## src/shared/tcr_consts.vh

```
// Constants for the timer count readback block: register indices, field layout and reset values.
`ifndef TCR_CONSTS_VH
`define TCR_CONSTS_VH

// Number of timers served by the block.
`define TCR_NUM 4

// Register indices; the byte address on the bus is four times the index.
`define TCR_IDX_W 10
`define TCR_LO_IDX_ALL {10'h077, 10'h072, 10'h068, 10'h063}
`define TCR_HI_IDX_ALL {10'h078, 10'h073, 10'h069, 10'h064}
`define TCR_STAT_IDX 10'h080
`define TCR_MASK_IDX 10'h081

// Position of the word index inside the byte address.
`define TCR_ADDR_W 12
`define TCR_IDX_LSB 2
`define TCR_IDX_MSB 11

// Event status layout: end-of-count of timers 0 to 3, then capture A of timers 1 and 3.
`define TCR_EV_W 6
`define TCR_EOC_LSB 0
`define TCR_CAPA_T1_BIT 4
`define TCR_CAPA_T3_BIT 5

// Synchronised pin order.
`define TCR_PIN_W 4
`define TCR_PIN_CAP_T1 0
`define TCR_PIN_CAP_T3 1
`define TCR_PIN_TRIP_T1 2
`define TCR_PIN_TRIP_T3 3

// Widths and reset values.
`define TCR_BYTE_W 8
`define TCR_CNT_W 16
`define TCR_DATA_W 32
`define TCR_BYTE_ZERO 8'h00
`define TCR_CNT_ZERO 16'h0000
`define TCR_EV_ZERO 6'h00
`define TCR_PIN_ZERO 4'h0
`define TCR_WORD_ZERO 32'h00000000
`define TCR_PAD_ZERO 24'h000000
`define TCR_EV_PAD 26'h0000000

`endif
```

## src/rtl/tcr_snap.v

```verilog
// Per-timer holding register for the high count byte and the write-only reload value.
`include "tcr_consts.vh"

module tcr_snap (
   input wire pclk,
   input wire presetn,
   input wire pce,
   input wire lo_rd,
   input wire lo_wr,
   input wire hi_wr,
   input wire [`TCR_BYTE_W-1:0] wbyte,
   input wire [`TCR_CNT_W-1:0] count,
   output wire [`TCR_BYTE_W-1:0] hold,
   output wire [`TCR_CNT_W-1:0] reload
);

   reg [`TCR_BYTE_W-1:0] hold_q;
   reg [`TCR_CNT_W-1:0] reload_q;

   // The high byte is frozen at the very edge the low byte is taken, so a
   // carry between the two reads cannot tear the 16-bit value.
   always @(posedge pclk or negedge presetn) begin
      if (!presetn) begin
         hold_q <= `TCR_BYTE_ZERO;
      end else if (pce && lo_rd) begin
         hold_q <= count[`TCR_CNT_W-1:`TCR_BYTE_W];
      end
   end

   // Writes at the shared addresses land here and never in the running count.
   always @(posedge pclk or negedge presetn) begin
      if (!presetn) begin
         reload_q <= `TCR_CNT_ZERO;
      end else if (pce) begin
         if (lo_wr) begin
            reload_q[`TCR_BYTE_W-1:0] <= wbyte;
         end
         if (hi_wr) begin
            reload_q[`TCR_CNT_W-1:`TCR_BYTE_W] <= wbyte;
         end
      end
   end

   assign hold = hold_q;
   assign reload = reload_q;

endmodule // tcr_snap

```

## src/rtl/tcr_top.v

```verilog
// Timer count readback, capture A and end-of-count flags, and their APB register slave.
`include "tcr_consts.vh"

module tcr_top (
   input wire pclk,
   input wire presetn,
   input wire pce,
   input wire psel,
   input wire penable,
   input wire pwrite,
   input wire [`TCR_ADDR_W-1:0] paddr,
   input wire [`TCR_DATA_W-1:0] pwdata,
   output wire [`TCR_DATA_W-1:0] prdata,
   output wire pready,
   output wire pslverr,
   input wire [`TCR_CNT_W-1:0] count_t0,
   input wire [`TCR_CNT_W-1:0] count_t1,
   input wire [`TCR_CNT_W-1:0] count_t2,
   input wire [`TCR_CNT_W-1:0] count_t3,
   input wire eoc_t0,
   input wire eoc_t1,
   input wire eoc_t2,
   input wire eoc_t3,
   input wire first_capture_pin,
   input wire third_capture_pin,
   input wire trip_t1_pin,
   input wire trip_t3_pin,
   output wire [`TCR_CNT_W-1:0] reload_t0,
   output wire [`TCR_CNT_W-1:0] reload_t1,
   output wire [`TCR_CNT_W-1:0] reload_t2,
   output wire [`TCR_CNT_W-1:0] reload_t3,
   output wire capture_a_t1,
   output wire capture_a_t3,
   output wire irq
);

   localparam NT = `TCR_NUM;
   localparam CW = `TCR_CNT_W;
   localparam BW = `TCR_BYTE_W;
   localparam DW = `TCR_DATA_W;
   localparam IW = `TCR_IDX_W;
   localparam EW = `TCR_EV_W;
   localparam [NT*IW-1:0] LO_IDX = `TCR_LO_IDX_ALL;
   localparam [NT*IW-1:0] HI_IDX = `TCR_HI_IDX_ALL;

   // ------------------------------------------------------------------
   // Timer-side inputs gathered into vectors so one loop serves all timers.
   // ------------------------------------------------------------------

   wire [NT*CW-1:0] cnt_all;
   wire [NT*CW-1:0] rl_all;
   wire [NT-1:0] eoc_all;

   assign cnt_all = {count_t3, count_t2, count_t1, count_t0};
   assign eoc_all = {eoc_t3, eoc_t2, eoc_t1, eoc_t0};

   // ------------------------------------------------------------------
   // Pin synchronisers. The capture and trip pins are asynchronous to pclk,
   // so each passes two flops before anything looks at it; the third flop
   // only provides the previous value for edge detection.
   // ------------------------------------------------------------------

   wire [`TCR_PIN_W-1:0] pin_raw;
   reg [`TCR_PIN_W-1:0] pin_meta_q;
   reg [`TCR_PIN_W-1:0] pin_sync_q;
   reg [`TCR_PIN_W-1:0] pin_prev_q;
   wire [`TCR_PIN_W-1:0] pin_rise;

   assign pin_raw = {trip_t3_pin, trip_t1_pin, third_capture_pin, first_capture_pin};

   always @(posedge pclk or negedge presetn) begin
      if (!presetn) begin
         pin_meta_q <= `TCR_PIN_ZERO;
         pin_sync_q <= `TCR_PIN_ZERO;
         pin_prev_q <= `TCR_PIN_ZERO;
      end else if (pce) begin
         pin_meta_q <= pin_raw;
         pin_sync_q <= pin_meta_q;
         pin_prev_q <= pin_sync_q;
      end
   end

   // Only rising edges count; edge selection belongs to the capture control
   // logic elsewhere, which can qualify these pulses further.
   assign pin_rise = pin_sync_q & ~pin_prev_q;

   // ------------------------------------------------------------------
   // Capture A events. A power trip raises the same flag as a capture,
   // since both demand the same software attention.
   // ------------------------------------------------------------------

   wire capa_t1_ev;
   wire capa_t3_ev;
   reg capa_t1_q;
   reg capa_t3_q;

   assign capa_t1_ev = pin_rise[`TCR_PIN_CAP_T1] | pin_rise[`TCR_PIN_TRIP_T1];
   assign capa_t3_ev = pin_rise[`TCR_PIN_CAP_T3] | pin_rise[`TCR_PIN_TRIP_T3];

   // Registered copies go to the capture value logic as one-cycle strobes.
   always @(posedge pclk or negedge presetn) begin
      if (!presetn) begin
         capa_t1_q <= 1'b0;
         capa_t3_q <= 1'b0;
      end else if (pce) begin
         capa_t1_q <= capa_t1_ev;
         capa_t3_q <= capa_t3_ev;
      end
   end

   assign capture_a_t1 = capa_t1_q;
   assign capture_a_t3 = capa_t3_q;

   // ------------------------------------------------------------------
   // APB front end. The read value is taken at the setup edge and shown in
   // the access phase, so every transfer completes without wait states
   // unless the clock enable stalls it.
   // ------------------------------------------------------------------

   wire [IW-1:0] idx;
   wire setup;
   wire wr_done;
   reg acc_q;
   reg [DW-1:0] prdata_q;
   reg err_q;

   assign idx = paddr[`TCR_IDX_MSB:`TCR_IDX_LSB];
   assign setup = psel & ~penable & pce;
   assign pready = psel & penable & acc_q & pce;
   assign wr_done = pready & pwrite;

   wire stat_hit;
   wire mask_hit;
   wire [NT-1:0] lo_hit;
   wire [NT-1:0] hi_hit;
   wire any_hit;

   assign stat_hit = (idx == `TCR_STAT_IDX);
   assign mask_hit = (idx == `TCR_MASK_IDX);
   assign any_hit = stat_hit | mask_hit | (|lo_hit) | (|hi_hit);

   // ------------------------------------------------------------------
   // Event status, mask and interrupt.
   // ------------------------------------------------------------------

   reg [EW-1:0] stat_q;
   reg [EW-1:0] stat_d;
   reg [EW-1:0] mask_q;
   wire [EW-1:0] ev;
   wire [EW-1:0] clr;

   assign ev = {capa_t3_ev, capa_t1_ev, eoc_all};
   assign clr = (wr_done && stat_hit) ? pwdata[EW-1:0] : `TCR_EV_ZERO;

   // A new event in the cycle of its clear survives: the set is applied last.
   always @* begin
      stat_d = (stat_q & ~clr) | ev;
   end

   always @(posedge pclk or negedge presetn) begin
      if (!presetn) begin
         stat_q <= `TCR_EV_ZERO;
         mask_q <= `TCR_EV_ZERO;
      end else if (pce) begin
         stat_q <= stat_d;
         if (wr_done && mask_hit) begin
            mask_q <= pwdata[EW-1:0];
         end
      end
   end

   assign irq = |(stat_q & mask_q);

   // ------------------------------------------------------------------
   // Per-timer decode, snapshot and reload storage.
   // ------------------------------------------------------------------

   wire [NT*BW-1:0] hold_all;
   wire [(NT+1)*DW-1:0] rd_chain;

   assign rd_chain[DW-1:0] = `TCR_WORD_ZERO;

   genvar gi;
   generate
      for (gi = 0; gi < NT; gi = gi + 1) begin : g_tmr
         wire [CW-1:0] cnt;
         wire [BW-1:0] hold;
         wire [DW-1:0] term;

         assign cnt = cnt_all[gi*CW +: CW];

         // Count and reload share each address; direction picks the target.
         assign lo_hit[gi] = (idx == LO_IDX[gi*IW +: IW]);
         assign hi_hit[gi] = (idx == HI_IDX[gi*IW +: IW]);

         // The snapshot is the only state a read touches, so counting and
         // reloading go on undisturbed.
         tcr_snap u_snap (
            .pclk(pclk),
            .presetn(presetn),
            .pce(pce),
            .lo_rd(setup & ~pwrite & lo_hit[gi]),
            .lo_wr(wr_done & lo_hit[gi]),
            .hi_wr(wr_done & hi_hit[gi]),
            .wbyte(pwdata[BW-1:0]),
            .count(cnt),
            .hold(hold),
            .reload(rl_all[gi*CW +: CW])
         );

         assign hold_all[gi*BW +: BW] = hold;

         // Reads at the shared addresses always return count data. The high
         // byte is only coherent if software took the low byte first.
         assign term = lo_hit[gi] ? {`TCR_PAD_ZERO, cnt[BW-1:0]} :
                       hi_hit[gi] ? {`TCR_PAD_ZERO, hold_all[gi*BW +: BW]} :
                       `TCR_WORD_ZERO;

         assign rd_chain[(gi+1)*DW +: DW] = rd_chain[gi*DW +: DW] | term;
      end
   endgenerate

   // ------------------------------------------------------------------
   // Read data and response capture.
   // ------------------------------------------------------------------

   reg [DW-1:0] rd_mux;

   always @* begin
      rd_mux = rd_chain[NT*DW +: DW];
      if (stat_hit) begin
         rd_mux = {`TCR_EV_PAD, stat_q};
      end else if (mask_hit) begin
         rd_mux = {`TCR_EV_PAD, mask_q};
      end
   end

   // Unmapped addresses answer with an error and read as zero; the data
   // register resets to zero so prdata reads clear until the first read.
   always @(posedge pclk or negedge presetn) begin
      if (!presetn) begin
         acc_q <= 1'b0;
         prdata_q <= `TCR_WORD_ZERO;
         err_q <= 1'b0;
      end else if (pce) begin
         if (setup) begin
            acc_q <= 1'b1;
            err_q <= ~any_hit;
            if (!pwrite) begin
               prdata_q <= rd_mux;
            end
         end else if (pready) begin
            acc_q <= 1'b0;
         end
      end
   end

   assign prdata = prdata_q;
   assign pslverr = pready & err_q;

   assign reload_t0 = rl_all[0*CW +: CW];
   assign reload_t1 = rl_all[1*CW +: CW];
   assign reload_t2 = rl_all[2*CW +: CW];
   assign reload_t3 = rl_all[3*CW +: CW];

endmodule // tcr_top

```

## config.mk

```make
export PLATFORM = sky130hd
export DESIGN_NAME = tcr_top
export DESIGN_NICKNAME = d
export VERILOG_FILES = /design/src/rtl/tcr_snap.v /design/src/rtl/tcr_top.v
export VERILOG_INCLUDE_DIRS = /design/src /design/src/shared
export SDC_FILE = /design/constraint.sdc
export NUM_CORES = 1
export LEC_CHECK = 0
export ABC_CLOCK_PERIOD_IN_PS = 2100
export BUFFER_PORTS_ARGS = -buffer_cell sky130_fd_sc_hd__buf_4
export CORE_ASPECT_RATIO = 1.75
export CORE_MARGIN = 3
export CORE_UTILIZATION = 45
export DETAILED_ROUTE_END_ITERATION = 16
export HOLD_SLACK_MARGIN = 0.02
export PLACE_DENSITY = 0.74
export RECOVER_POWER = 50
export SKIP_LAST_GASP = 1
export SLEW_MARGIN = 20
export SYNTH_ARGS = -nofsm -noshare
export SYNTH_HDL_FRONTEND = slang
export SYNTH_SLANG_ARGS = --single-unit
export TNS_END_PERCENT = 50
```

## constraint.sdc

```tcl
create_clock -name pclk -period 2.1 [get_ports pclk]
set_clock_uncertainty 0.1 [all_clocks]
set_input_delay 0.315 -clock pclk [delete_from_list [all_inputs] [get_ports pclk]]
set_output_delay 0.315 -clock pclk [all_outputs]
set_load 0.1 [all_outputs]
```

Word level (Yosys, flattened, before mapping)
Index checks and enable logic that the tools add are counted.
{"block": "word_totals", "reg_bits": 156, "input_bits": 122, "output_inout_bits": 101, "word_cells": 104}
{"block": "op_classes", "n_eq_ne": 10, "muxes": 13, "bitwise": 37, "reduce_logical": 22}
{"cell": "$eq A10 B7 Y1 const B", "count": 8}
{"cell": "$mux W8", "count": 10}
{"cell": "$or A8 B8 Y8", "count": 3}
{"cell": "$reduce_and A2 Y1", "count": 11}
{"cell": "$and A1 B1 Y1", "count": 20}
{"cell": "$eq A10 B8 Y1 const B", "count": 2}
{"cell": "$and A6 B6 Y6", "count": 2}
{"cell": "$reduce_or A4 Y1", "count": 2}
{"cell": "$logic_and A1 B1 Y1", "count": 6}
{"cell": "$mux W6", "count": 1}
{"cell": "$not A6 Y6", "count": 1}
{"cell": "$or A6 B6 Y6", "count": 1}
{"cell": "$reduce_or A6 Y1", "count": 1}
{"cell": "$or A1 B1 Y1", "count": 5}
{"cell": "$and A4 B4 Y4", "count": 1}
{"cell": "$not A4 Y4", "count": 1}
{"cell": "$not A1 Y1", "count": 3}
{"cell": "$reduce_and A3 Y1", "count": 1}
{"cell": "$mux W1", "count": 2}
{"cell": "$reduce_bool A2 Y1", "count": 1}

Longest topological paths before layout
{"block": "logic_depth", "depth_word": 9, "mapped_depth": 8, "mapped_depth_nobuf": 5}

Modules after synthesis
A second synthesis with hierarchy kept.
{"block": "hier_totals", "cells_unflattened": 487, "area_unflattened_um2": 6172.2}
{"module": "tcr_snap", "n_inst": 4, "cells_each": 51, "area_per_inst_um2": 889.6, "seq_area_each_um2": 600.6}
{"module": "tcr_top", "n_inst": 1, "cells_each": 283, "area_per_inst_um2": 2613.8, "seq_area_each_um2": 900.9}

Worst setup path before layout
Ideal clock, no wire load.
{"block": "synth_timing", "path_kind": "input to register", "start": "input port pce", "end": "register g_tmr[1].u_snap.reload_q[0]", "setup_ps": 125, "arrival_ps": 2754, "required_ps": 1875, "path_slack_ps": -879, "cell_stages": 6, "path_buffers": 2, "cell_sequence": "buf_2 > and4_1 > clkbuf_1 > nand2_1 > nor3_4 > mux2_2"}
{"block": "synth_via", "elab_chain_len": 4}
{"element": "start: declaration", "line": "tcr_top.v:7", "source": "input wire pce,"}
{"element": "$and A1 B1 Y1", "line": "tcr_top.v:129", "source": "assign pready = psel & penable & acc_q & pce;"}
{"element": "net pready", "line": "tcr_top.v:14", "source": "output wire pready,"}
{"element": "$and A1 B1 Y1", "line": "tcr_top.v:130", "source": "assign wr_done = pready & pwrite;"}
{"element": "$and A1 B1 Y1", "line": "tcr_top.v:203", "source": ".lo_wr(wr_done & lo_hit[gi]),"}
{"element": "$reduce_and A2 Y1 (no source line)"}
{"element": "end signal: assignment", "line": "tcr_snap.v:33", "source": "reload_q <= `TCR_CNT_ZERO;"}
{"element": "end signal: indexed assignment", "line": "tcr_snap.v:36", "source": "reload_q[`TCR_BYTE_W-1:0] <= wbyte;"}
{"element": "end signal: indexed assignment", "line": "tcr_snap.v:39", "source": "reload_q[`TCR_CNT_W-1:`TCR_BYTE_W] <= wbyte;"}
{"element": "end: declaration", "line": "tcr_snap.v:18", "source": "reg [`TCR_CNT_W-1:0] reload_q;"}
The timed path passes the listed nets, and every way through them passes these cells.
A chain may end at the register's enable or synchronous reset.

Worst setup path in the final report
{"block": "layout_timing", "start": "register acc_q", "end": "output port pslverr"}
{"block": "layout_via", "elab_chain_len": 3}
{"element": "start: declaration", "line": "tcr_top.v:123", "source": "reg acc_q;"}
{"element": "start signal: assignment", "line": "tcr_top.v:242", "source": "acc_q <= 1'b0;"}
{"element": "start signal: assignment", "line": "tcr_top.v:247", "source": "acc_q <= 1'b1;"}
{"element": "start signal: assignment", "line": "tcr_top.v:253", "source": "acc_q <= 1'b0;"}
{"element": "$and A1 B1 Y1 (2 in series)", "line": "tcr_top.v:129"}
{"element": "$and A1 B1 Y1", "line": "tcr_top.v:259", "source": "assign pslverr = pready & err_q;"}
{"element": "end: declaration", "line": "tcr_top.v:15", "source": "output wire pslverr,"}
Every way passes these cells.

==> results by group <==
Floorplanning
  – Initial Utilization: 0.462
  – # rows: 56
  – Ports: 223
  – Die area: 0.0153 mm²
  – Die X: 94.8 µm
  – Die Height: 161 µm
  – Core Region: 0.0135 mm²

Job
  – Max-cap violations: 0

STA
  – Fin crit share: 0.964
  – RSZ-0062 raised after global routing: false
  – Fin. max-slew vios: 0
  – Setup-failing EPs final: 0
  – Max frequency: 494 MHz
  – Hold Fails Final Rpt: 0
  – Slew at the pin with the worst max-slew slack: 0.987 ns
  – Final setup margin: 0.0751 ns
  – Final min period: 2.02 ns
  – Slew headroom: 0.342

Global route
  – Initial antenna violation count: 0
  – Largest net degree at the start of global routing: 58
  – Vias in the first global route: roughly 5.2k
  – Gr ovfl total: 0
  – GRT Total Usage: 0.246
  – First-pass GRT wire length: ~28000 µm

Placement
  – Routability Congestion: around 0.96
  – Placement Setup Slack: -0.268 ns
  – Count of buffers from port buffering: 172
  – DP Wirelength: 14200 µm

Cells and area
  – Layout cells sized above 1: 0.453
  – # diodes: 0
  – Nets: 851
  – Multi-input gate area: 0.00267 mm²
  – Synth-to-layout area growth: 40.4%
  – FF+latch area: 0.00330 mm²
  – Fillers: 1060
  – Fin util: 0.648

Synth
  – Area leader, netlist: dfrtp_1
  – Flops & latches, synth: roughly 130
  – Syn Std Cell Area: 0.00621 mm²
  – Top FF cell, synth: dfrtp_1
  – Top post-synthesis cells by count: dfrtp_1, mux2_1, mux2_2, nand2_1, buf_4
  – Sequential-to-total area share from yosys stat: 0.532
  – Yosys warning total: 0
  – Post-synth EDFFs: 0
  – Synth top area cells: dfrtp_1, mux2_1, mux2_2
  – Mapped Cells: 487
  – Netlist cell types: 59
  – Synth top area share: 0.532
  – Async set-reset flop share out of synthesis: 1.00
  – Syn_area_per_cell: ~13 µm²
  – Count leader, synth: dfrtp_1

Route
  – Vias: 4843
  – DRT Wirelength: 18400 µm
  – Avg WL per Cell: 20.1 µm
  – First drt pass iteration count: 5
  – Antenna-violating nets left: 0
  – DRC Markers: 0
  – DRT iter0 DRCs: 200
  – Via-to-Cell Ratio: 5.29

Min path
  – Worst min-delay path startpoint: count_t1[13]
  – HP Class: in -> reg

CTS
  – Worst-Skew Late Latency: 0.41 ns
  – Inserted Clock Buffers: 17
  – CTS tree: yes
  – Setup bufs post-CTS: 0
  – CTS max path bufs: 2
  – Clk pin slew, worst setup/hold paths: roughly 0.060 ns
  – H-Tree Depth: 4
  – Clock Sinks: 132
  – CTS root buf: clkbuf_16

Setup path
  – CP arrival: 1.61 ns
  – Crit end category: output port
  – R2R Path Start: acc_q
  – Startpoint Class: register
  – CP Max Fanout: 4
  – WP data required: 1.68 ns
  – Crit Path Category: reg -> out
  – Crit path from: acc_q

Pwr
  – Power Density: 751 mW/mm²
  – Maximum vdd drop: between 500 and 600 µV
  – Static Leak: ~4.5 nW

Outcome
  – Status: finished clean
-- worst paths after layout --
check | to | slack, ns | cells after the start
max | pslverr | 0.08 | 4
min | g_tmr[1].u_snap.hold[5] | 0.04 | 2
max reg2reg | g_tmr[2].u_snap.reload[8] | 0.17 | 5
min reg2reg | acc_q | 0.38 | 2
max in group asynchronous | capture_a_t1 | 0.43 | 3
min in group asynchronous | g_tmr[1].u_snap.hold[6] | 0.20 | 2
-- metal layers --
layer	GRT usage	vias to the layer above	share of wire
met4	0.106	0	0.035
met5	0	-	0
met1	0.255	2390	0.34
met3	0.0555	39	0.061
met2	0.461	197	0.56
li1	-	2217	-
-- cell families (layout without fill, tap and decap cells) --
family | after synthesis | count (layout) | share of synthesized area
AOI/OAI and AO/OA | 72 | 72 | 0.0822
muxes | 129 | 129 | 0.231
DFF | 132 | 132 | 0.532
other | 1 | 24 | 0.000604
and+or+nand+nor | 98 | 98 | 0.102
buffers and inverters | 55 | 286 | 0.0522
-- flip-flops by register name, indices dropped and copies added, names as in the netlist --
signal and count:
capture_a_t1 1, mask_q 6, stat_q 6, pin_meta_q 4, pin_sync_q 4, prdata 8, g_tmr.u_snap.reload 64, acc_q 1
g_tmr.u_snap.hold 32, err_q 1, pin_prev_q 4, capture_a_t3 1
-- critical path, cell delays in order, from the launching register on --
cell and delay (ns):
dfrtp_1 0.34, and4_1 0.34, buf_4 0.16, and2_2 0.14, buf_6 0.22
-- what timing repair did --
action                                  in CTS  in global routing
endpoints found under the hold margin      150                  0
gates resized for setup                      1                  0
hold buffers                                19                  0
endpoints found under the setup margin       1                  0
-- metrics by stage --
stage	setup TNS (ns)	area [µm²]	total power, mW	hold WS (ns)	cells
3_3_place_gp	-11.77	8050	3.73	0.0300	865
3_5_place_dp	-12.34	8050	3.75	0.0330	865
2_1_floorplan	-0.690	6310	3.40	-0.0806	510
6_report	0	8720	6.55	0.0371	915
4_1_cts	0	8800	6.63	0.0213	915
5_1_grt	0	8720	6.77	0.0213	915
-- power breakdown --
part | internal, mW | total (mW) | switching [mW]
registers | 2.62 | 2.67 | 0.0443
clock network | 1.70 | 2.83 | 1.13
logic | 0.301 | 1.05 | 0.753
total | 4.62 | 6.55 | 1.93
-- cells in the final DEF, fill, tap and decap left out, types with 4 or more instances in the layout --
cell type | synthesis | layout
a21oi_1 | 18 | 18
conb_1 | 1 | 24
and3_1 | 4 | 4
clkbuf_16 | 0 | 17
a32o_1 | 4 | 4
a22oi_1 | 6 | 6
dfrtp_1 | 132 | 132
nand2b_1 | 4 | 4
dlygate4sd3_1 | 0 | 19
nand2_1 | 28 | 28
mux2_1 | 59 | 59
a221oi_1 | 5 | 5
nor3_1 | 5 | 5
clkbuf_2 | 0 | 25
mux2i_1 | 14 | 14
nor3_4 | 5 | 5
buf_4 | 25 | 196
buf_12 | 0 | 7
mux2_2 | 56 | 56
a22o_1 | 10 | 10
nor2_1 | 14 | 14
o21ai_0 | 7 | 7
inv_1 | 5 | 5
-- cell type report --
cell class                      count  area share
Clock buffer                       21      0.0528
Clock inverter                     10      0.0115
Inverter                            5     0.00215
Multi-Input combinational cell    323       0.306
Sequential cell                   132       0.379
Tap cell                          174      0.0250
Timing Repair Buffer              250       0.224
Note: power is estimated with default switching activity, not from simulation.
